==> config.mk <==
export PLATFORM = sky130hd
export DESIGN_NAME = bal_top
export DESIGN_NICKNAME = d
export VERILOG_FILES = /design/src/core/bal_pkg.sv /design/src/core/bal_top.sv /design/src/core/bal_gpr_mem.sv /design/src/core/bal_io_bank.sv
export SDC_FILE = /design/constraint.sdc
export NUM_CORES = 1
export LEC_CHECK = 0
export BUFFER_PORTS_ARGS = -buffer_cell sky130_fd_sc_hd__buf_2
export CAP_MARGIN = 40
export CORE_MARGIN = 4
export CORE_UTILIZATION = 50
export DETAILED_ROUTE_END_ITERATION = 8
export PLACE_DENSITY = 0.67
export SLEW_MARGIN = 20
export SYNTH_ARGS = -nofsm -noshare
export SYNTH_HDL_FRONTEND = slang
export SYNTH_SLANG_ARGS = --single-unit
==> constraint.sdc <==
create_clock -name aclk -period 4.89 [get_ports aclk]
set_input_delay 0.489 -clock aclk [delete_from_list [all_inputs] [get_ports aclk]]
set_output_delay 0.489 -clock aclk [all_outputs]
set_load 0.05 [all_outputs]
==> src/core/bal_pkg.sv <==
/*
 * Shared constants, types and register map of the byte arithmetic and logic datapath.
 * Assumes one clock domain and an AXI4-Lite master that drives the command register.
 */
// Overview of operation
// - Add or add-with-carry, flags ZCNVH, one cycle
// - Word add constant to pair, ZCNVS, two cycles
// - Word subtract constant from pair, ZCNVS, two cycles
// - Subtract register or constant, ZCNVH, one cycle
// - Register minus source minus carry, ZCNVH
// - Register minus constant minus carry, ZCNVH
// - AND with register or constant, carry kept
// - OR with register or constant, ZNV
// - Set bits: OR with constant mask
// - Clear bits: AND with all-ones minus mask
// - Some io flags clear on written one
// - Io bit set/clear rewrites whole byte
// - Io bit operations reach addresses 0x00-0x1F only
package bal_pkg;

	localparam int          BAL_DW           = 8;
	localparam int          BAL_IDX_W        = 5;
	localparam int          BAL_AXI_AW       = 12;
	localparam int          BAL_AXI_DW       = 32;
	localparam int          BAL_WORD_K_W     = 6;
	localparam logic [7:0]  BAL_ALL_ONES     = 8'hff;
	localparam logic [7:0]  BAL_ZERO         = 8'h00;
	localparam logic [7:0]  BAL_ONE          = 8'h01;
	localparam logic [7:0]  BAL_MIN_NEG      = 8'h80;
	localparam logic [7:0]  BAL_MAX_POS      = 8'h7f;
	localparam logic [5:0]  BAL_IO_LIMIT     = 6'h20;
	localparam logic [4:0]  BAL_IO_FLAG_IDX  = 5'h0e;
	localparam logic [7:0]  BAL_IO_W1C_MASK  = 8'hc0;

	// Register map, byte addresses
	localparam logic [11:0] BAL_A_CMD        = 12'h000;
	localparam logic [11:0] BAL_A_SREG       = 12'h004;
	localparam logic [11:0] BAL_A_STAT       = 12'h008;
	localparam logic [4:0]  BAL_WIN_GPR      = 5'h01;
	localparam logic [4:0]  BAL_WIN_IO       = 5'h02;
	localparam int          BAL_STAT_BUSY    = 0;
	localparam int          BAL_STAT_ERR     = 1;
	localparam logic [3:0]  BAL_STRB_ALL     = 4'hf;
	localparam logic [1:0]  BAL_RESP_OKAY    = 2'h0;
	localparam logic [1:0]  BAL_RESP_SLVERR  = 2'h2;

	typedef enum logic [4:0] {
		OP_ADD, OP_ADD_CARRY, OP_SUB, OP_MINUS_CONSTANT, OP_MINUS_WITH_BORROW,
		OP_MINUS_BORROW_CONSTANT, OP_AND, OP_MASK_WITH_CONSTANT, OP_OR,
		OP_MERGE_WITH_CONSTANT, OP_EXCLUSIVE_MERGE, OP_ONES_COMP, OP_TWOS_COMP,
		OP_BIT_SET_IN_REG, OP_BIT_CLEAR_IN_REG, OP_INC, OP_DEC,
		OP_WORD_PLUS_CONSTANT, OP_WORD_MINUS_CONSTANT, OP_IO_BIT_SET, OP_IO_BIT_CLEAR,
		OP_LAST
	} bal_op_e;

	typedef enum {ST_IDLE, ST_FETCH, ST_EXEC, ST_WORD_HI} bal_st_e;

	typedef enum {SEL_NONE, SEL_CMD, SEL_SREG, SEL_STAT, SEL_GPR, SEL_IO} bal_sel_e;

	typedef struct packed {
		logic [5:0] io_addr;
		logic [7:0] imm;
		logic [2:0] bitn;
		logic [4:0] src;
		logic [4:0] dst;
		bal_op_e    op;
	} bal_cmd_s;

	typedef struct packed {
		logic h;
		logic s;
		logic v;
		logic n;
		logic z;
		logic c;
	} bal_flags_s;

	localparam bal_flags_s BAL_FLAGS_RST = '0;
	localparam bal_flags_s BAL_UPD_ARITH = '{h: 1'b1, s: 1'b0, v: 1'b1, n: 1'b1, z: 1'b1, c: 1'b1};
	localparam bal_flags_s BAL_UPD_LOGIC = '{h: 1'b0, s: 1'b0, v: 1'b1, n: 1'b1, z: 1'b1, c: 1'b0};
	localparam bal_flags_s BAL_UPD_COMP  = '{h: 1'b0, s: 1'b0, v: 1'b1, n: 1'b1, z: 1'b1, c: 1'b1};
	localparam bal_flags_s BAL_UPD_WORD  = '{h: 1'b0, s: 1'b1, v: 1'b1, n: 1'b1, z: 1'b1, c: 1'b1};

endpackage

==> src/core/bal_top.sv <==
/*
 * Byte arithmetic and logic datapath with its working registers, io bit access,
 * status flags and an AXI4-Lite slave that issues commands and exposes state.
 * Assumes one clock and a master with at most one write and one read in flight.
 */
`timescale 1ns/1ps
module bal_top (
	input  wire logic                           aclk,
	input  wire logic                           aresetn,
	input  wire logic [bal_pkg::BAL_AXI_AW-1:0] s_axi_awaddr,
	input  wire logic [2:0]                     s_axi_awprot,
	input  wire logic                           s_axi_awvalid,
	output logic                                s_axi_awready,
	input  wire logic [bal_pkg::BAL_AXI_DW-1:0] s_axi_wdata,
	input  wire logic [3:0]                     s_axi_wstrb,
	input  wire logic                           s_axi_wvalid,
	output logic                                s_axi_wready,
	output logic      [1:0]                     s_axi_bresp,
	output logic                                s_axi_bvalid,
	input  wire logic                           s_axi_bready,
	input  wire logic [bal_pkg::BAL_AXI_AW-1:0] s_axi_araddr,
	input  wire logic [2:0]                     s_axi_arprot,
	input  wire logic                           s_axi_arvalid,
	output logic                                s_axi_arready,
	output logic      [bal_pkg::BAL_AXI_DW-1:0] s_axi_rdata,
	output logic      [1:0]                     s_axi_rresp,
	output logic                                s_axi_rvalid,
	input  wire logic                           s_axi_rready,
	input  wire logic [bal_pkg::BAL_DW-1:0]     io_evt_set
);
	import bal_pkg::*;

	////////////////////////////////////////////////////////////////////////////////
	bal_st_e                st_r;
	bal_cmd_s               cmd_r;
	bal_cmd_s               wcmd;
	bal_flags_s             sreg_r;
	bal_flags_s             fl;
	bal_flags_s             upd;
	bal_flags_s             sreg_nxt;
	logic                   err_r;
	logic [BAL_DW-1:0]      mem_a_q;
	logic [BAL_DW-1:0]      mem_b_q;
	logic [BAL_DW-1:0]      io_q;
	logic [BAL_IDX_W-1:0]   mem_a_addr;
	logic [BAL_IDX_W-1:0]   mem_b_addr;
	logic [BAL_IDX_W-1:0]   mem_waddr;
	logic [BAL_IDX_W-1:0]   io_raddr;
	logic [BAL_IDX_W-1:0]   io_waddr;
	logic [BAL_DW-1:0]      mem_wdata;
	logic [BAL_DW-1:0]      io_wdata;
	logic [BAL_DW-1:0]      res;
	logic [BAL_DW-1:0]      bit_m;
	logic [10:0]            hvcr;
	logic [8:0]             add9;
	logic [16:0]            w17;
	logic [15:0]            word_r;
	logic                   wc_r;
	logic                   wv_r;
	logic                   mem_we;
	logic                   io_we;
	logic                   is_word;
	logic                   is_io;
	logic                   in_exec;
	logic                   upd_en;
	logic                   cmd_ok;
	logic                   wr_take;
	logic                   rd_take;
	bal_sel_e               wsel;
	bal_sel_e               rsel;
	logic                   bvalid_r;
	logic [1:0]             bresp_r;
	logic [1:0]             rd_stage_r;
	logic [BAL_AXI_AW-1:0]  rd_addr_r;
	logic                   rvalid_r;
	logic [BAL_AXI_DW-1:0]  rdata_r;
	logic [1:0]             rresp_r;

	// {half carry, overflow, carry, result}
	function automatic logic [10:0] add8(input logic [7:0] a, input logic [7:0] b, input logic ci);
		logic [8:0] s;
		logic [4:0] l;
		s = {1'b0, a} + {1'b0, b} + {8'h00, ci};
		l = {1'b0, a[3:0]} + {1'b0, b[3:0]} + {4'h0, ci};
		add8 = {l[4], (a[7] & b[7] & ~s[7]) | (~a[7] & ~b[7] & s[7]), s[8], s[7:0]};
	endfunction

	// {half borrow, overflow, borrow, result}
	function automatic logic [10:0] sub8(input logic [7:0] a, input logic [7:0] b, input logic ci);
		logic [8:0] s;
		logic [4:0] l;
		s = {1'b0, a} - {1'b0, b} - {8'h00, ci};
		l = {1'b0, a[3:0]} - {1'b0, b[3:0]} - {4'h0, ci};
		sub8 = {l[4], (a[7] & ~b[7] & ~s[7]) | (~a[7] & b[7] & s[7]), s[8], s[7:0]};
	endfunction

	function automatic bal_sel_e decode(input logic [BAL_AXI_AW-1:0] a);
		decode = SEL_NONE;
		if (a[BAL_AXI_AW-1:7] == BAL_WIN_GPR) begin
			decode = SEL_GPR;
		end else if (a[BAL_AXI_AW-1:7] == BAL_WIN_IO) begin
			decode = SEL_IO;
		end else if ({a[BAL_AXI_AW-1:2], 2'b00} == BAL_A_CMD) begin
			decode = SEL_CMD;
		end else if ({a[BAL_AXI_AW-1:2], 2'b00} == BAL_A_SREG) begin
			decode = SEL_SREG;
		end else if ({a[BAL_AXI_AW-1:2], 2'b00} == BAL_A_STAT) begin
			decode = SEL_STAT;
		end
	endfunction

	////////////////////////////////////////////////////////////////////////////////
	// Storage
	bal_gpr_mem u_gpr (
		.aclk    (aclk),
		.aresetn (aresetn),
		.a_addr  (mem_a_addr),
		.a_data  (mem_a_q),
		.b_addr  (mem_b_addr),
		.b_data  (mem_b_q),
		.we      (mem_we),
		.waddr   (mem_waddr),
		.wdata   (mem_wdata)
	);

	bal_io_bank u_io (
		.aclk    (aclk),
		.aresetn (aresetn),
		.raddr   (io_raddr),
		.rdata   (io_q),
		.we      (io_we),
		.waddr   (io_waddr),
		.wdata   (io_wdata),
		.evt_set (io_evt_set)
	);

	////////////////////////////////////////////////////////////////////////////////
	// Datapath
	assign wcmd    = bal_cmd_s'(s_axi_wdata);
	assign is_word = (cmd_r.op == OP_WORD_PLUS_CONSTANT) || (cmd_r.op == OP_WORD_MINUS_CONSTANT);
	assign is_io   = (cmd_r.op == OP_IO_BIT_SET) || (cmd_r.op == OP_IO_BIT_CLEAR);
	assign in_exec = (st_r == ST_EXEC);
	assign add9    = {1'b0, mem_a_q} + {1'b0, mem_b_q};
	assign bit_m   = BAL_ONE << cmd_r.bitn;
	// Reject undefined codes and io addresses beyond the bit-addressable range
	assign cmd_ok  = (wcmd.op < OP_LAST) && !(((wcmd.op == OP_IO_BIT_SET) || (wcmd.op == OP_IO_BIT_CLEAR)) &&
		(wcmd.io_addr >= BAL_IO_LIMIT));

	// Word pair: low byte at even index, high byte just above
	assign mem_a_addr = (st_r == ST_IDLE) ? rd_addr_r[6:2] : (is_word ? {cmd_r.dst[4:1], 1'b0} : cmd_r.dst);
	assign mem_b_addr = is_word ? {cmd_r.dst[4:1], 1'b1} : cmd_r.src;
	assign io_raddr   = (st_r == ST_IDLE) ? rd_addr_r[6:2] : cmd_r.io_addr[4:0];
	assign w17 = (cmd_r.op == OP_WORD_MINUS_CONSTANT) ?
		{1'b0, mem_b_q, mem_a_q} - {11'h000, cmd_r.imm[BAL_WORD_K_W-1:0]} :
		{1'b0, mem_b_q, mem_a_q} + {11'h000, cmd_r.imm[BAL_WORD_K_W-1:0]};

	always_comb begin
		hvcr = '0;
		res  = BAL_ZERO;
		fl   = sreg_r;
		upd  = BAL_UPD_ARITH;
		case (cmd_r.op)
			OP_ADD:                   hvcr = add8(mem_a_q, mem_b_q, 1'b0);
			OP_ADD_CARRY:             hvcr = add8(mem_a_q, mem_b_q, sreg_r.c);
			OP_SUB:                   hvcr = sub8(mem_a_q, mem_b_q, 1'b0);
			OP_MINUS_CONSTANT:        hvcr = sub8(mem_a_q, cmd_r.imm, 1'b0);
			OP_MINUS_WITH_BORROW:     hvcr = sub8(mem_a_q, mem_b_q, sreg_r.c);
			OP_MINUS_BORROW_CONSTANT: hvcr = sub8(mem_a_q, cmd_r.imm, sreg_r.c);
			OP_TWOS_COMP:             hvcr = sub8(BAL_ZERO, mem_a_q, 1'b0);
			OP_AND:                   upd = BAL_UPD_LOGIC;
			OP_MASK_WITH_CONSTANT:    upd = BAL_UPD_LOGIC;
			OP_OR:                    upd = BAL_UPD_LOGIC;
			OP_MERGE_WITH_CONSTANT:   upd = BAL_UPD_LOGIC;
			OP_BIT_SET_IN_REG:        upd = BAL_UPD_LOGIC;
			OP_BIT_CLEAR_IN_REG:      upd = BAL_UPD_LOGIC;
			OP_EXCLUSIVE_MERGE:       upd = BAL_UPD_LOGIC;
			OP_INC:                   upd = BAL_UPD_LOGIC;
			OP_DEC:                   upd = BAL_UPD_LOGIC;
			OP_ONES_COMP:             upd = BAL_UPD_COMP;
			default:                  upd = BAL_UPD_WORD;
		endcase
		res  = hvcr[7:0];
		fl.h = hvcr[10];
		fl.v = hvcr[9];
		fl.c = hvcr[8];
		case (cmd_r.op)
			OP_AND:                 res = mem_a_q & mem_b_q;
			OP_MASK_WITH_CONSTANT:  res = mem_a_q & cmd_r.imm;
			OP_OR:                  res = mem_a_q | mem_b_q;
			OP_MERGE_WITH_CONSTANT: res = mem_a_q | cmd_r.imm;
			OP_BIT_SET_IN_REG:      res = mem_a_q | cmd_r.imm;
			OP_BIT_CLEAR_IN_REG:    res = mem_a_q & (BAL_ALL_ONES - cmd_r.imm);
			OP_EXCLUSIVE_MERGE:     res = mem_a_q ^ mem_b_q;
			OP_ONES_COMP:           res = BAL_ALL_ONES - mem_a_q;
			OP_INC:                 res = mem_a_q + BAL_ONE;
			OP_DEC:                 res = mem_a_q - BAL_ONE;
			default:                res = hvcr[7:0];
		endcase
		if (upd == BAL_UPD_LOGIC || upd == BAL_UPD_COMP) begin
			fl.v = 1'b0;
			fl.c = 1'b1;
		end
		if (cmd_r.op == OP_INC) begin
			fl.v = (res == BAL_MIN_NEG);
		end
		if (cmd_r.op == OP_DEC) begin
			fl.v = (res == BAL_MAX_POS);
		end
		fl.z = (res == BAL_ZERO);
		fl.n = res[BAL_DW-1];
		if (st_r == ST_WORD_HI) begin
			upd  = BAL_UPD_WORD;
			fl.z = (word_r == {BAL_ZERO, BAL_ZERO});
			fl.n = word_r[15];
			fl.v = wv_r;
			fl.c = wc_r;
		end
		fl.s     = fl.n ^ fl.v;
		sreg_nxt = bal_flags_s'((sreg_r & ~upd) | (fl & upd));
	end

	// Word forms settle their flags in the second cycle
	assign upd_en = (in_exec && !is_word && !is_io) || (st_r == ST_WORD_HI);

	always_comb begin
		mem_we    = 1'b0;
		mem_waddr = cmd_r.dst;
		mem_wdata = res;
		if (in_exec && is_word) begin
			mem_we    = 1'b1;
			mem_waddr = {cmd_r.dst[4:1], 1'b0};
			mem_wdata = w17[7:0];
		end else if (in_exec && !is_io) begin
			mem_we = 1'b1;
		end else if (st_r == ST_WORD_HI) begin
			mem_we    = 1'b1;
			mem_waddr = {cmd_r.dst[4:1], 1'b1};
			mem_wdata = word_r[15:8];
		end else if (wr_take && wsel == SEL_GPR && s_axi_wstrb[0]) begin
			mem_we    = 1'b1;
			mem_waddr = s_axi_awaddr[6:2];
			mem_wdata = s_axi_wdata[BAL_DW-1:0];
		end
	end

	// Whole byte goes back, so flags read as one are cleared by the rewrite
	assign io_we    = (in_exec && is_io) || (wr_take && wsel == SEL_IO && s_axi_wstrb[0]);
	assign io_waddr = in_exec ? cmd_r.io_addr[4:0] : s_axi_awaddr[6:2];
	assign io_wdata = !in_exec ? s_axi_wdata[BAL_DW-1:0] :
		(cmd_r.op == OP_IO_BIT_SET) ? (io_q | bit_m) : (io_q & ~bit_m);

	////////////////////////////////////////////////////////////////////////////////
	// Sequencer and state
	always_ff @(posedge aclk) begin
		if (!aresetn) begin
			st_r <= ST_IDLE;
		end else begin
			case (st_r)
				ST_IDLE:    st_r <= (wr_take && wsel == SEL_CMD && s_axi_wstrb == BAL_STRB_ALL && cmd_ok) ?
					ST_FETCH : ST_IDLE;
				ST_FETCH:   st_r <= ST_EXEC;
				ST_EXEC:    st_r <= is_word ? ST_WORD_HI : ST_IDLE;
				ST_WORD_HI: st_r <= ST_IDLE;
				default:    st_r <= ST_IDLE;
			endcase
		end
	end

	always_ff @(posedge aclk) begin
		if (!aresetn) begin
			cmd_r <= '0;
			err_r <= 1'b0;
		end else if (wr_take && wsel == SEL_CMD && s_axi_wstrb == BAL_STRB_ALL) begin
			cmd_r <= wcmd;
			err_r <= !cmd_ok;
		end
	end

	always_ff @(posedge aclk) begin
		if (!aresetn) begin
			word_r <= '0;
			wc_r   <= 1'b0;
			wv_r   <= 1'b0;
		end else if (in_exec && is_word) begin
			word_r <= w17[15:0];
			wc_r   <= w17[16];
			wv_r   <= (cmd_r.op == OP_WORD_MINUS_CONSTANT) ? (mem_b_q[7] & ~w17[15]) : (~mem_b_q[7] & w17[15]);
		end
	end

	always_ff @(posedge aclk) begin
		if (!aresetn) begin
			sreg_r <= BAL_FLAGS_RST;
		end else if (upd_en) begin
			sreg_r <= sreg_nxt;
		end else if (wr_take && wsel == SEL_SREG && s_axi_wstrb[0]) begin
			sreg_r <= bal_flags_s'(s_axi_wdata[5:0]);
		end
	end

	////////////////////////////////////////////////////////////////////////////////
	// AXI4-Lite slave; accesses wait while a command runs
	assign wsel    = decode(s_axi_awaddr);
	assign rsel    = decode(rd_addr_r);
	assign wr_take = s_axi_awvalid && s_axi_wvalid && !bvalid_r && st_r == ST_IDLE && rd_stage_r == 2'b00 &&
		!rvalid_r;
	assign rd_take = s_axi_arvalid && !wr_take && rd_stage_r == 2'b00 && !rvalid_r && st_r == ST_IDLE &&
		!(s_axi_awvalid && s_axi_wvalid);
	assign s_axi_awready = wr_take;
	assign s_axi_wready  = wr_take;
	assign s_axi_arready = rd_take;
	assign s_axi_bvalid  = bvalid_r;
	assign s_axi_bresp   = bresp_r;
	assign s_axi_rvalid  = rvalid_r;
	assign s_axi_rdata   = rdata_r;
	assign s_axi_rresp   = rresp_r;

	always_ff @(posedge aclk) begin
		if (!aresetn) begin
			bvalid_r <= 1'b0;
			bresp_r  <= BAL_RESP_OKAY;
		end else if (wr_take) begin
			bvalid_r <= 1'b1;
			bresp_r  <= (wsel == SEL_NONE) ? BAL_RESP_SLVERR : BAL_RESP_OKAY;
		end else if (s_axi_bready) begin
			bvalid_r <= 1'b0;
		end
	end

	// Storage reads are registered, so data is gathered two edges after the address
	always_ff @(posedge aclk) begin
		if (!aresetn) begin
			rd_stage_r <= 2'b00;
			rd_addr_r  <= '0;
			rvalid_r   <= 1'b0;
			rdata_r    <= '0;
			rresp_r    <= BAL_RESP_OKAY;
		end else begin
			rd_stage_r <= {rd_stage_r[0], rd_take};
			if (rd_take) begin
				rd_addr_r <= s_axi_araddr;
			end
			if (rd_stage_r[1]) begin
				rvalid_r <= 1'b1;
				rresp_r  <= (rsel == SEL_NONE) ? BAL_RESP_SLVERR : BAL_RESP_OKAY;
				case (rsel)
					SEL_CMD:  rdata_r <= cmd_r;
					SEL_SREG: rdata_r <= {26'h0, sreg_r};
					SEL_STAT: rdata_r <= {30'h0, err_r, st_r != ST_IDLE};
					SEL_GPR:  rdata_r <= {24'h000000, mem_a_q};
					SEL_IO:   rdata_r <= {24'h000000, io_q};
					default:  rdata_r <= '0;
				endcase
			end else if (s_axi_rready) begin
				rvalid_r <= 1'b0;
			end
		end
	end

	////////////////////////////////////////////////////////////////////////////////
	a_add_carry_out: assert property (@(posedge aclk) disable iff (!aresetn)
		(in_exec && cmd_r.op == OP_ADD) |-> mem_we && mem_wdata == add9[7:0] ##1 sreg_r.c == $past(add9[8]))
		else $error("add result or carry wrong");
	a_word_two_cycles: assert property (@(posedge aclk) disable iff (!aresetn)
		(in_exec && is_word) |=> st_r == ST_WORD_HI && mem_we ##1 st_r == ST_IDLE)
		else $error("word form not two cycles");
	a_word_sign_flag: assert property (@(posedge aclk) disable iff (!aresetn)
		(st_r == ST_WORD_HI) |=> sreg_r.s == (sreg_r.n ^ sreg_r.v) && sreg_r.z == ($past(word_r) == 16'h0000))
		else $error("word flags wrong");
	a_sub_store: assert property (@(posedge aclk) disable iff (!aresetn)
		(in_exec && cmd_r.op == OP_SUB) |-> mem_we && mem_waddr == cmd_r.dst && mem_wdata == mem_a_q - mem_b_q)
		else $error("subtract stored wrong");
	a_borrow_store: assert property (@(posedge aclk) disable iff (!aresetn)
		(in_exec && cmd_r.op == OP_MINUS_WITH_BORROW) |-> mem_wdata == mem_a_q - mem_b_q - {7'h00, sreg_r.c})
		else $error("borrow subtract wrong");
	a_borrow_const: assert property (@(posedge aclk) disable iff (!aresetn)
		(in_exec && cmd_r.op == OP_MINUS_BORROW_CONSTANT) |-> mem_wdata == mem_a_q - cmd_r.imm - {7'h00, sreg_r.c})
		else $error("constant borrow subtract wrong");
	a_and_keeps_c: assert property (@(posedge aclk) disable iff (!aresetn)
		(in_exec && cmd_r.op == OP_AND) |=> sreg_r.c == $past(sreg_r.c) && !sreg_r.v)
		else $error("logical and touched carry");
	a_clear_bits: assert property (@(posedge aclk) disable iff (!aresetn)
		(in_exec && cmd_r.op == OP_BIT_CLEAR_IN_REG) |-> mem_wdata == (mem_a_q & ~cmd_r.imm))
		else $error("bit clear wrong");
	a_io_rmw_byte: assert property (@(posedge aclk) disable iff (!aresetn)
		(in_exec && cmd_r.op == OP_IO_BIT_SET) |-> io_we && io_wdata == (io_q | bit_m))
		else $error("io bit set not whole-byte rewrite");
	a_io_range: assert property (@(posedge aclk) disable iff (!aresetn)
		(wr_take && wsel == SEL_CMD && (wcmd.op == OP_IO_BIT_SET || wcmd.op == OP_IO_BIT_CLEAR) &&
		wcmd.io_addr >= BAL_IO_LIMIT) |=>
		st_r == ST_IDLE && err_r)
		else $error("io address out of range accepted");
	a_inc_keeps_c: assert property (@(posedge aclk) disable iff (!aresetn)
		(in_exec && (cmd_r.op == OP_INC || cmd_r.op == OP_DEC)) |=> sreg_r.c == $past(sreg_r.c))
		else $error("increment or decrement changed carry");

endmodule

==> src/core/bal_gpr_mem.sv <==
/*
 * Thirty-two byte working registers, two registered read ports and one write port.
 * Assumes the owner never needs write-through on the same cycle.
 */
`timescale 1ns/1ps
module bal_gpr_mem (
	input  wire logic                          aclk,
	input  wire logic                          aresetn,
	input  wire logic [bal_pkg::BAL_IDX_W-1:0] a_addr,
	output logic      [bal_pkg::BAL_DW-1:0]    a_data,
	input  wire logic [bal_pkg::BAL_IDX_W-1:0] b_addr,
	output logic      [bal_pkg::BAL_DW-1:0]    b_data,
	input  wire logic                          we,
	input  wire logic [bal_pkg::BAL_IDX_W-1:0] waddr,
	input  wire logic [bal_pkg::BAL_DW-1:0]    wdata
);
	import bal_pkg::*;

	logic [BAL_DW-1:0] mem [0:(1<<BAL_IDX_W)-1];

	always_ff @(posedge aclk) begin
		if (we) begin
			mem[waddr] <= wdata;
		end
	end

	always_ff @(posedge aclk) begin
		if (!aresetn) begin
			a_data <= BAL_ZERO;
			b_data <= BAL_ZERO;
		end else begin
			a_data <= mem[a_addr];
			b_data <= mem[b_addr];
		end
	end

endmodule

==> src/core/bal_io_bank.sv <==
/*
 * Thirty-two io bytes reachable by the bit set/clear operations and by software.
 * One byte holds peripheral flags; the masked ones clear on a written one.
 * Assumes flag events come from logic on the same clock.
 */
`timescale 1ns/1ps
module bal_io_bank (
	input  wire logic                          aclk,
	input  wire logic                          aresetn,
	input  wire logic [bal_pkg::BAL_IDX_W-1:0] raddr,
	output logic      [bal_pkg::BAL_DW-1:0]    rdata,
	input  wire logic                          we,
	input  wire logic [bal_pkg::BAL_IDX_W-1:0] waddr,
	input  wire logic [bal_pkg::BAL_DW-1:0]    wdata,
	input  wire logic [bal_pkg::BAL_DW-1:0]    evt_set
);
	import bal_pkg::*;

	logic [BAL_DW-1:0] mem [0:(1<<BAL_IDX_W)-1];
	logic [BAL_DW-1:0] flag_r;
	logic              hit;
	logic [BAL_DW-1:0] clr;

	assign hit = we && (waddr == BAL_IO_FLAG_IDX);
	assign clr = hit ? wdata : BAL_ZERO;

	always_ff @(posedge aclk) begin
		if (we && !hit) begin
			mem[waddr] <= wdata;
		end
	end

	// A new event beats a clearing write in the same cycle
	always_ff @(posedge aclk) begin
		if (!aresetn) begin
			flag_r <= BAL_ZERO;
		end else begin
			flag_r <= (((flag_r & ~clr) | evt_set) & BAL_IO_W1C_MASK) |
				((hit ? wdata : flag_r) & ~BAL_IO_W1C_MASK);
		end
	end

	always_ff @(posedge aclk) begin
		if (!aresetn) begin
			rdata <= BAL_ZERO;
		end else begin
			rdata <= (raddr == BAL_IO_FLAG_IDX) ? flag_r : mem[raddr];
		end
	end

	a_w1c_clear: assert property (@(posedge aclk) disable iff (!aresetn)
		(hit && evt_set == BAL_ZERO) |=>
		((flag_r & BAL_IO_W1C_MASK) == ($past(flag_r) & ~$past(wdata) & BAL_IO_W1C_MASK)))
		else $error("io flag not cleared by written one");

endmodule

==> results of run 1 <==
-- layer usage --
| layer | up-vias | GRT usage | routed length, um |
|---|---|---|---|
| met2 | 1304 | 0.4786 | 50430 |
| met4 | 0 | 0.1047 | 4393 |
| met1 | 12880 | 0.4073 | 43140 |
| met5 | - | 0 | 0 |
| met3 | 252 | 0.04572 | 8922 |
| li1 | 11470 | - | - |
-- cells by family (layout without fill, tap and decap cells) --
logic type	Yosys count	in the layout	synth area share
flops	651	651	0.5425
mux	191	191	0.08726
fa+ha+maj	63	63	0.02467
xor+xnor	51	51	0.01499
buf+inv	256	425	0.03167
simple gates	1034	1034	0.1480
other cells	1	10	0.0001121
compound gates	703	703	0.1507
-- state kept, by name (all words and copies together) (netlist names), named ones only --
register,cells
s_axi_rvalid,1
s_axi_bvalid,1
wc_r,1
word_r,16
rd_stage_r,2
u_io.flag_r,2
s_axi_rdata,32
u_io.mem,256
s_axi_bresp,1
s_axi_rresp,1
cmd_r,32
sreg_r,3
rd_addr_r,10
u_gpr.a_data,8
u_gpr.mem,256
u_gpr.b_data,8
u_io.rdata,8
err_r,1
wv_r,1
st_r,2
-- synth_stat cells (9+ instances only) --
master    count
edfxtp_1    512
nand2_1     457
a211oi_1    164
clkbuf_1    142
dfxtp_1     139
nor2_1      133
mux2i_1     105
a21oi_1     103
mux4_2       80
and3_1       79
nand3_1      79
a31oi_1      73
a311oi_1     58
ha_1         58
and2_1       57
o21ai_0      57
a21boi_0     51
nor2b_1      50
inv_1        47
nand2b_1     47
buf_2        36
nor3_1       35
xnor2_1      31
o21a_1       23
a21boi_1     17
a21o_1       16
a22oi_1      15
buf_1        15
o22ai_1      15
xor2_1       15
nand4_1      13
nor3b_1      13
o211ai_1     13
buf_4        12
nor4_1       12
o221ai_1     12
a222oi_1      9
o211a_1       9
-- area by class of cell --
type,count,area [um2],area share
Clock buffer,90,1876,0.04933
Clock inverter,37,481.7,0.01267
Inverter,49,183.9,0.004837
Multi-Input combinational cell,2052,14470,0.3807
Sequential cell,651,18160,0.4776
Tap cell,864,1081,0.02843
Timing Repair Buffer,249,1769,0.04653
-- worst register-to-register path, delay by kind of cell, from the launching register on --
kind	cells	cell delay, ns
AOI/OAI and AO/OA	7	1.37
and+or+nand+nor	4	1.04
buffers and inverters	5	0.93
adders and majority gates	2	0.64
DFF	1	0.31
-- where the power goes --
group / switching, W / internal, W
logic: 0.00104 / 0.000532
clock network: 0.00229 / 0.00304
registers: 0.0000484 / 0.00610
total: 0.00338 / 0.00967
-- final timing paths --
kind,from,to,slack [ns],cells past startpoint
worst min register to register,rd_stage_r[0],rd_stage_r[1],0.45,1
worst max register to register,u_gpr.a_data[0],sreg_r[1],0.54,18
worst min-delay path,io_evt_set[7],u_io.flag_r[7],0.09,3
worst max-delay path,u_gpr.a_data[0],sreg_r[1],0.54,18
-- stage by stage --
| stage | cell area, um2 | total power (W) |
|---|---|---|
| floorplan | 33500 | 0.007228 |
| global placement | 35370 | 0.007777 |
| detailed placement | 35470 | 0.007802 |
| CTS | 37820 | 0.01308 |
| global route | 38020 | 0.01345 |
| finish | 38020 | 0.01305 |
==> results.sh, run 1 <==
export IMPL_outcome="complete, no violations"
export IMPL_cpMostUsedCell="buf_4"
export IMPL_cts_sinks=651
export IMPL_antenna_cells=0
export IMPL_drt_vias_per_instance=6.488
export IMPL_slew_headroom=0.3290
export IMPL_pin_count=122
export IMPL_ys_warn_count=0
export IMPL_area_delta_synth_final_pct=13.62
export IMPL_drive_above_1_share=0.1618
export IMPL_drtIter0Drc=3063
export IMPL_syn_area_per_cell_um2=11.34
export IMPL_ys_ff_latch=651
export IMPL_fp_row_count=94
export IMPL_synth_area_um2=33470
export IMPL_gr_total_overflow=0
export IMPL_finalNonFillerCells=3992
export IMPL_synth_edf_count=512
export IMPL_avgRoutedWirePerCell_um=26.77
export IMPL_critical_path_class="reg2reg"
export IMPL_period_needed_ns=4.346
export IMPL_dp_cells=3843
export IMPL_timing_final_ws_setup_ns=0.5444
export IMPL_crit_buf_inv=5
export IMPL_initial_utilization=0.5063
export IMPL_firstDrtPassIters=8
export IMPL_drc=0
export IMPL_final_nets=3216
export IMPL_crit_family="compound AO/OA/AOI/OAI gates"
export IMPL_synthFlopType="edfxtp_1"
export IMPL_ir_worst_vdd_v=0.0003465
export IMPL_leakage_nw=13.65
export IMPL_fill_cells=5369
export IMPL_cap_violations=0
export IMPL_finalSetupTns_ns=0
export IMPL_grt_pass1_wl_um=159200
export IMPL_hold_class="in2reg"
export IMPL_synth_area_top_cells="edfxtp_1 (46%), dfxtp_1 (8.3%), mux4_2 (5.4%)"
export IMPL_cts_resized=0
export IMPL_cts_buffers=69
export IMPL_synth_largest_area_cell="edfxtp_1"
export IMPL_cts_root_buffer="clkbuf_16"
export IMPL_final_cell_mix="edfxtp_1 (512), nand2_1 (453), a211oi_1 (164)"
export IMPL_ys_types=101
export IMPL_hpwl_um=73140
export IMPL_slew_viol_final=0
export IMPL_setup_viol=0
export IMPL_cts_htree_levels=3
export IMPL_place_ws_ns=0.5597
export IMPL_cp_end_kind="register"
export IMPL_synth_top_area_frac=0.4594
export IMPL_first_global_vias=25000
export IMPL_power_density_nw_per_um2=343.2
export IMPL_final_common_cell="edfxtp_1"
export IMPL_coreArea_um2=66100
export IMPL_cts_buffer_depth=3
export IMPL_post_cts_buffers=0
export IMPL_synthArstFlopShare=0
export IMPL_syn_inst=2950
export IMPL_fin_worst_skew_ns=0.05686
export IMPL_track_usage=0.2948
export IMPL_hold_viol=0
export IMPL_seq_area_frac_synth=0.5425
export IMPL_antenna_found_initial=0
export IMPL_holdBufCountCts=0
export IMPL_hold_ws_ns=0.09319
export IMPL_vias=25900
export IMPL_cts_tree="yes"
export IMPL_gp_congestion=0.9772
export IMPL_required_ns=5.44
export IMPL_cp_slowest_cell="nor4_1"
export IMPL_rsz0062_at_grt="false"
export IMPL_max_freq_mhz=230.1
export IMPL_die_x_um=266.7
export IMPL_wl_um=106900
export IMPL_fin_crit_sh=0.8887
export IMPL_grt_max_degree=129
export IMPL_crit_path_max_incr_delay_ns=0.51
export IMPL_tightestPinTransition_ns=1.000
export IMPL_critical_path_arrival_ns=4.89
export IMPL_startpoint_type="register"
export IMPL_die_y_um=266.7
export IMPL_ant_nets=0
export IMPL_insertion_delay_ns=0.66
export IMPL_fp_dieArea_um2=71140
export IMPL_clk_pin_slew_ns=0.06
export IMPL_finalCoreUtilization=0.5753
export IMPL_critPathMaxFanout=5
export IMPL_io_buffers=103
export IMPL_path_cells="inv_1, ha_1, inv_1, fa_1, nand3_1, a21boi_1, o31ai_1, o311ai_2, and3_1, o21ai_0, buf_4, o2111ai_1, buf_4, nor4_1, buf_4, a21oi_1, o21ai_0, and2_1"
Note: power is estimated with default switching activity, not from simulation.
==> inputs of run 2 (changes only) <==
--- a/config.mk
+++ b/config.mk
@@ -11,7 +11,9 @@
 export CORE_UTILIZATION = 50
 export DETAILED_ROUTE_END_ITERATION = 8
 export PLACE_DENSITY = 0.67
+export SKIP_LAST_GASP = 1
 export SLEW_MARGIN = 20
 export SYNTH_ARGS = -nofsm -noshare
 export SYNTH_HDL_FRONTEND = slang
+export SYNTH_HIERARCHICAL = 1
 export SYNTH_SLANG_ARGS = --single-unit
==> results.sh, run 2 <==
export IMPL_coreArea_um2=64580
export IMPL_synthFlopType="edfxtp_1"
export IMPL_required_ns=5.39
export IMPL_first_global_vias=22240
export IMPL_max_freq_mhz=222.1
export IMPL_antenna_found_initial=1
export IMPL_outcome="complete, no violations"
export IMPL_hpwl_um=68450
export IMPL_period_needed_ns=4.503
export IMPL_synth_area_um2=32640
export IMPL_clk_pin_slew_ns=0.06
export IMPL_regArea_um2=17920
export IMPL_syn_inst=2478
export IMPL_setup_viol=0
export IMPL_area_delta_synth_final_pct=12.85
export IMPL_insertion_delay_ns=0.61
export IMPL_tightestPinTransition_ns=0.8897
export IMPL_ys_types=97
export IMPL_antenna_cells=0
export IMPL_largest_register="u_gpr/mem"
export IMPL_ant_nets=0
export IMPL_avgRoutedWirePerCell_um=27.47
export IMPL_p_clk_frac=0.410
export IMPL_p_total_w=0.01270
export IMPL_grt_max_degree=75
export IMPL_fin_worst_skew_ns=0.03283
export IMPL_drc=0
export IMPL_yosysMostFrequentCell="edfxtp_1"
export IMPL_final_cell_mix="edfxtp_1 (504), nand2_1 (229), nor2_1 (142)"
export IMPL_drive_above_1_share=0.2162
export IMPL_final_common_cell="edfxtp_1"
export IMPL_cts_tree="yes"
export IMPL_slew_headroom=0.4047
export IMPL_cts_root_buffer="clkbuf_16"
export IMPL_pwr_share_seq=0.476
export IMPL_io_buffers=103
export IMPL_firstDrtPassIters=6
export IMPL_initial_utilization=0.5054
export IMPL_rsz0062_at_grt="false"
export IMPL_syn_area_per_cell_um2=13.17
export IMPL_track_usage=0.2731
export IMPL_grt_pass1_wl_um=144500
export IMPL_ys_ff_latch=643
export IMPL_fill_cells=5166
export IMPL_wl_um=97430
export IMPL_r2r_cells=15
export IMPL_synth_top_area_frac=0.4637
export IMPL_pin_count=122
export IMPL_cts_htree_levels=3
export IMPL_cts_buffers=69
export IMPL_slew_viol_final=0
export IMPL_cap_violations=0
export IMPL_hold_depth=2
export IMPL_power_frac_comb=0.115
export IMPL_min_from="io_evt_set[7]"
export IMPL_vias=22980
export IMPL_r2r_start="u_gpr/a_data[0]"
export IMPL_hold_viol=0
export IMPL_r2r_setup_slack_ns=0.39
export IMPL_synth_area_top_cells="edfxtp_1 (46%), mux4_2 (9.2%), dfxtp_1 (8.5%)"
export IMPL_fin_crit_sh=0.9208
export IMPL_startpoint_type="register"
export IMPL_switching_share=0.2439
export IMPL_seq_area_frac_synth=0.5490
export IMPL_yosys_top_cells_count="edfxtp_1 (504), nand2_1 (235), nor2_1 (142), dfxtp_1 (139), mux4_2 (134)"
export IMPL_die_x_um=263.5
export IMPL_critical_path_class="reg2reg"
export IMPL_critPathMaxFanout=5
export IMPL_cts_buffer_depth=3
export IMPL_multi_input_area_um2=13770
export IMPL_die_y_um=263.5
export IMPL_cp_end_kind="register"
export IMPL_synthArstFlopShare=0
export IMPL_gr_total_overflow=0
export IMPL_finalSetupTns_ns=0
export IMPL_post_cts_buffers=0
export IMPL_gp_congestion=0.9426
export IMPL_cts_sinks=643
export IMPL_drt_vias_per_instance=6.478
export IMPL_largest_reg_flops=256
export IMPL_ys_warn_count=6
export IMPL_p_int_w=0.009601
export IMPL_synth_edf_count=504
export IMPL_min_to="u_io/flag_r[7]"
export IMPL_critical_path_arrival_ns=5.00
export IMPL_drtIter0Drc=2720
export IMPL_fp_dieArea_um2=69430
export IMPL_final_nets=2785
export IMPL_leakage_nw=12.20
export IMPL_hold_class="in2reg"
export IMPL_holdBufCountCts=0
export IMPL_power_density_nw_per_um2=344.7
export IMPL_synth_largest_area_cell="edfxtp_1"
export IMPL_fp_row_count=93
export IMPL_switching_power_w=0.003097
export IMPL_top_regs="u_gpr/mem x256, u_io/mem x248"
export IMPL_ir_worst_vdd_v=0.0002204
-- run 2: power by group through the flow --
stage          registers, W  clock network, W  logic [W]
5_1_grt             0.00604           0.00553    0.00155
4_1_cts             0.00604           0.00529    0.00143
6_report            0.00604           0.00520    0.00146
3_5_place_dp        0.00615                 0    0.00142
2_1_floorplan       0.00616                 0   0.000905
3_3_place_gp        0.00615                 0    0.00139
-- run 2: logic make-up (layout without fill, tap and decap cells) --
group                    Yosys count  count (layout)  synth area share
buffers and inverters            200             413           0.03255
AND/OR/NAND/NOR                  731             731            0.1109
XOR/XNOR                          54              54           0.01495
flip-flops                       643             643            0.5490
adder cells (fa/ha/maj)           63              63           0.02530
AO/OA/AOI/OAI                    484             484            0.1075
multiplexers                     302             302            0.1597
other                              1               2         0.0001149
-- run 2: critical path, cell delays in order (launching register included) --
cell	delay, ns
dfxtp_1	0.31
inv_1	0.28
ha_1	0.36
inv_1	0.08
fa_1	0.43
a211oi_2	0.39
nor3_1	0.11
or3b_2	0.51
a21oi_1	0.18
nand2_1	0.09
xor2_1	0.24
o22ai_1	0.19
nor3_2	0.44
a21oi_1	0.21
and3_1	0.23
a311o_1	0.34
-- run 2: what timing repair did --
item,CTS,global route
gates resized for setup,0,1
endpoints found under the setup margin,0,2
endpoints found under the hold margin,0,0
-- run 2: worst max-delay path by stage --
stage / startpoint / end / slack (ns) / cells after the start
2_1_floorplan: st_r[1] / u_gpr/mem[0][0] / 0.55 / 12
3_3_place_gp: u_gpr/a_data[0] / register / 0.57 / 14
3_5_place_dp: cmd_r[2] / word_r[14] / 0.46 / 16
4_1_cts: cmd_r[2] / word_r[14] / 0.41 / 16
5_1_grt: u_gpr/a_data[0] / register / 0.14 / 15
6_report: u_gpr/a_data[0] / register / 0.39 / 15
-- run 2: cell type report --
type	instances	area share
flip-flops and latches	643	0.4865
multi-input cells	1636	0.3738
clock buffers	88	0.04970
repair buffers	241	0.04477
well taps	855	0.02905
clock inverters	34	0.01111
inverters	50	0.005096
-- run 2: stage by stage --
step	setup slack [ns]	area, um2	hold WS (ns)	instances	util
after floorplan	0.5467	32650	0.4317	2479	-
after global placement	0.5667	34370	0.4401	3402	0.5322
after detailed placement	0.4592	34420	0.4511	3410	0.5330
after CTS	0.4058	36660	0.07143	3532	0.5676
after global routing	0.1400	36830	0.08544	3547	0.5703
final	0.3871	36830	0.1009	3547	0.5703
-- run 2: per-layer routing --
metal	share of wire	global-route usage	up-vias	routed length (um)
li1	-	-	9991	-
met5	0.00013	0	-	13
met2	0.46	0.4278	1161	45070
met1	0.41	0.3926	11600	40190
met3	0.092	0.04981	221	8949
met4	0.033	0.08354	2	3201
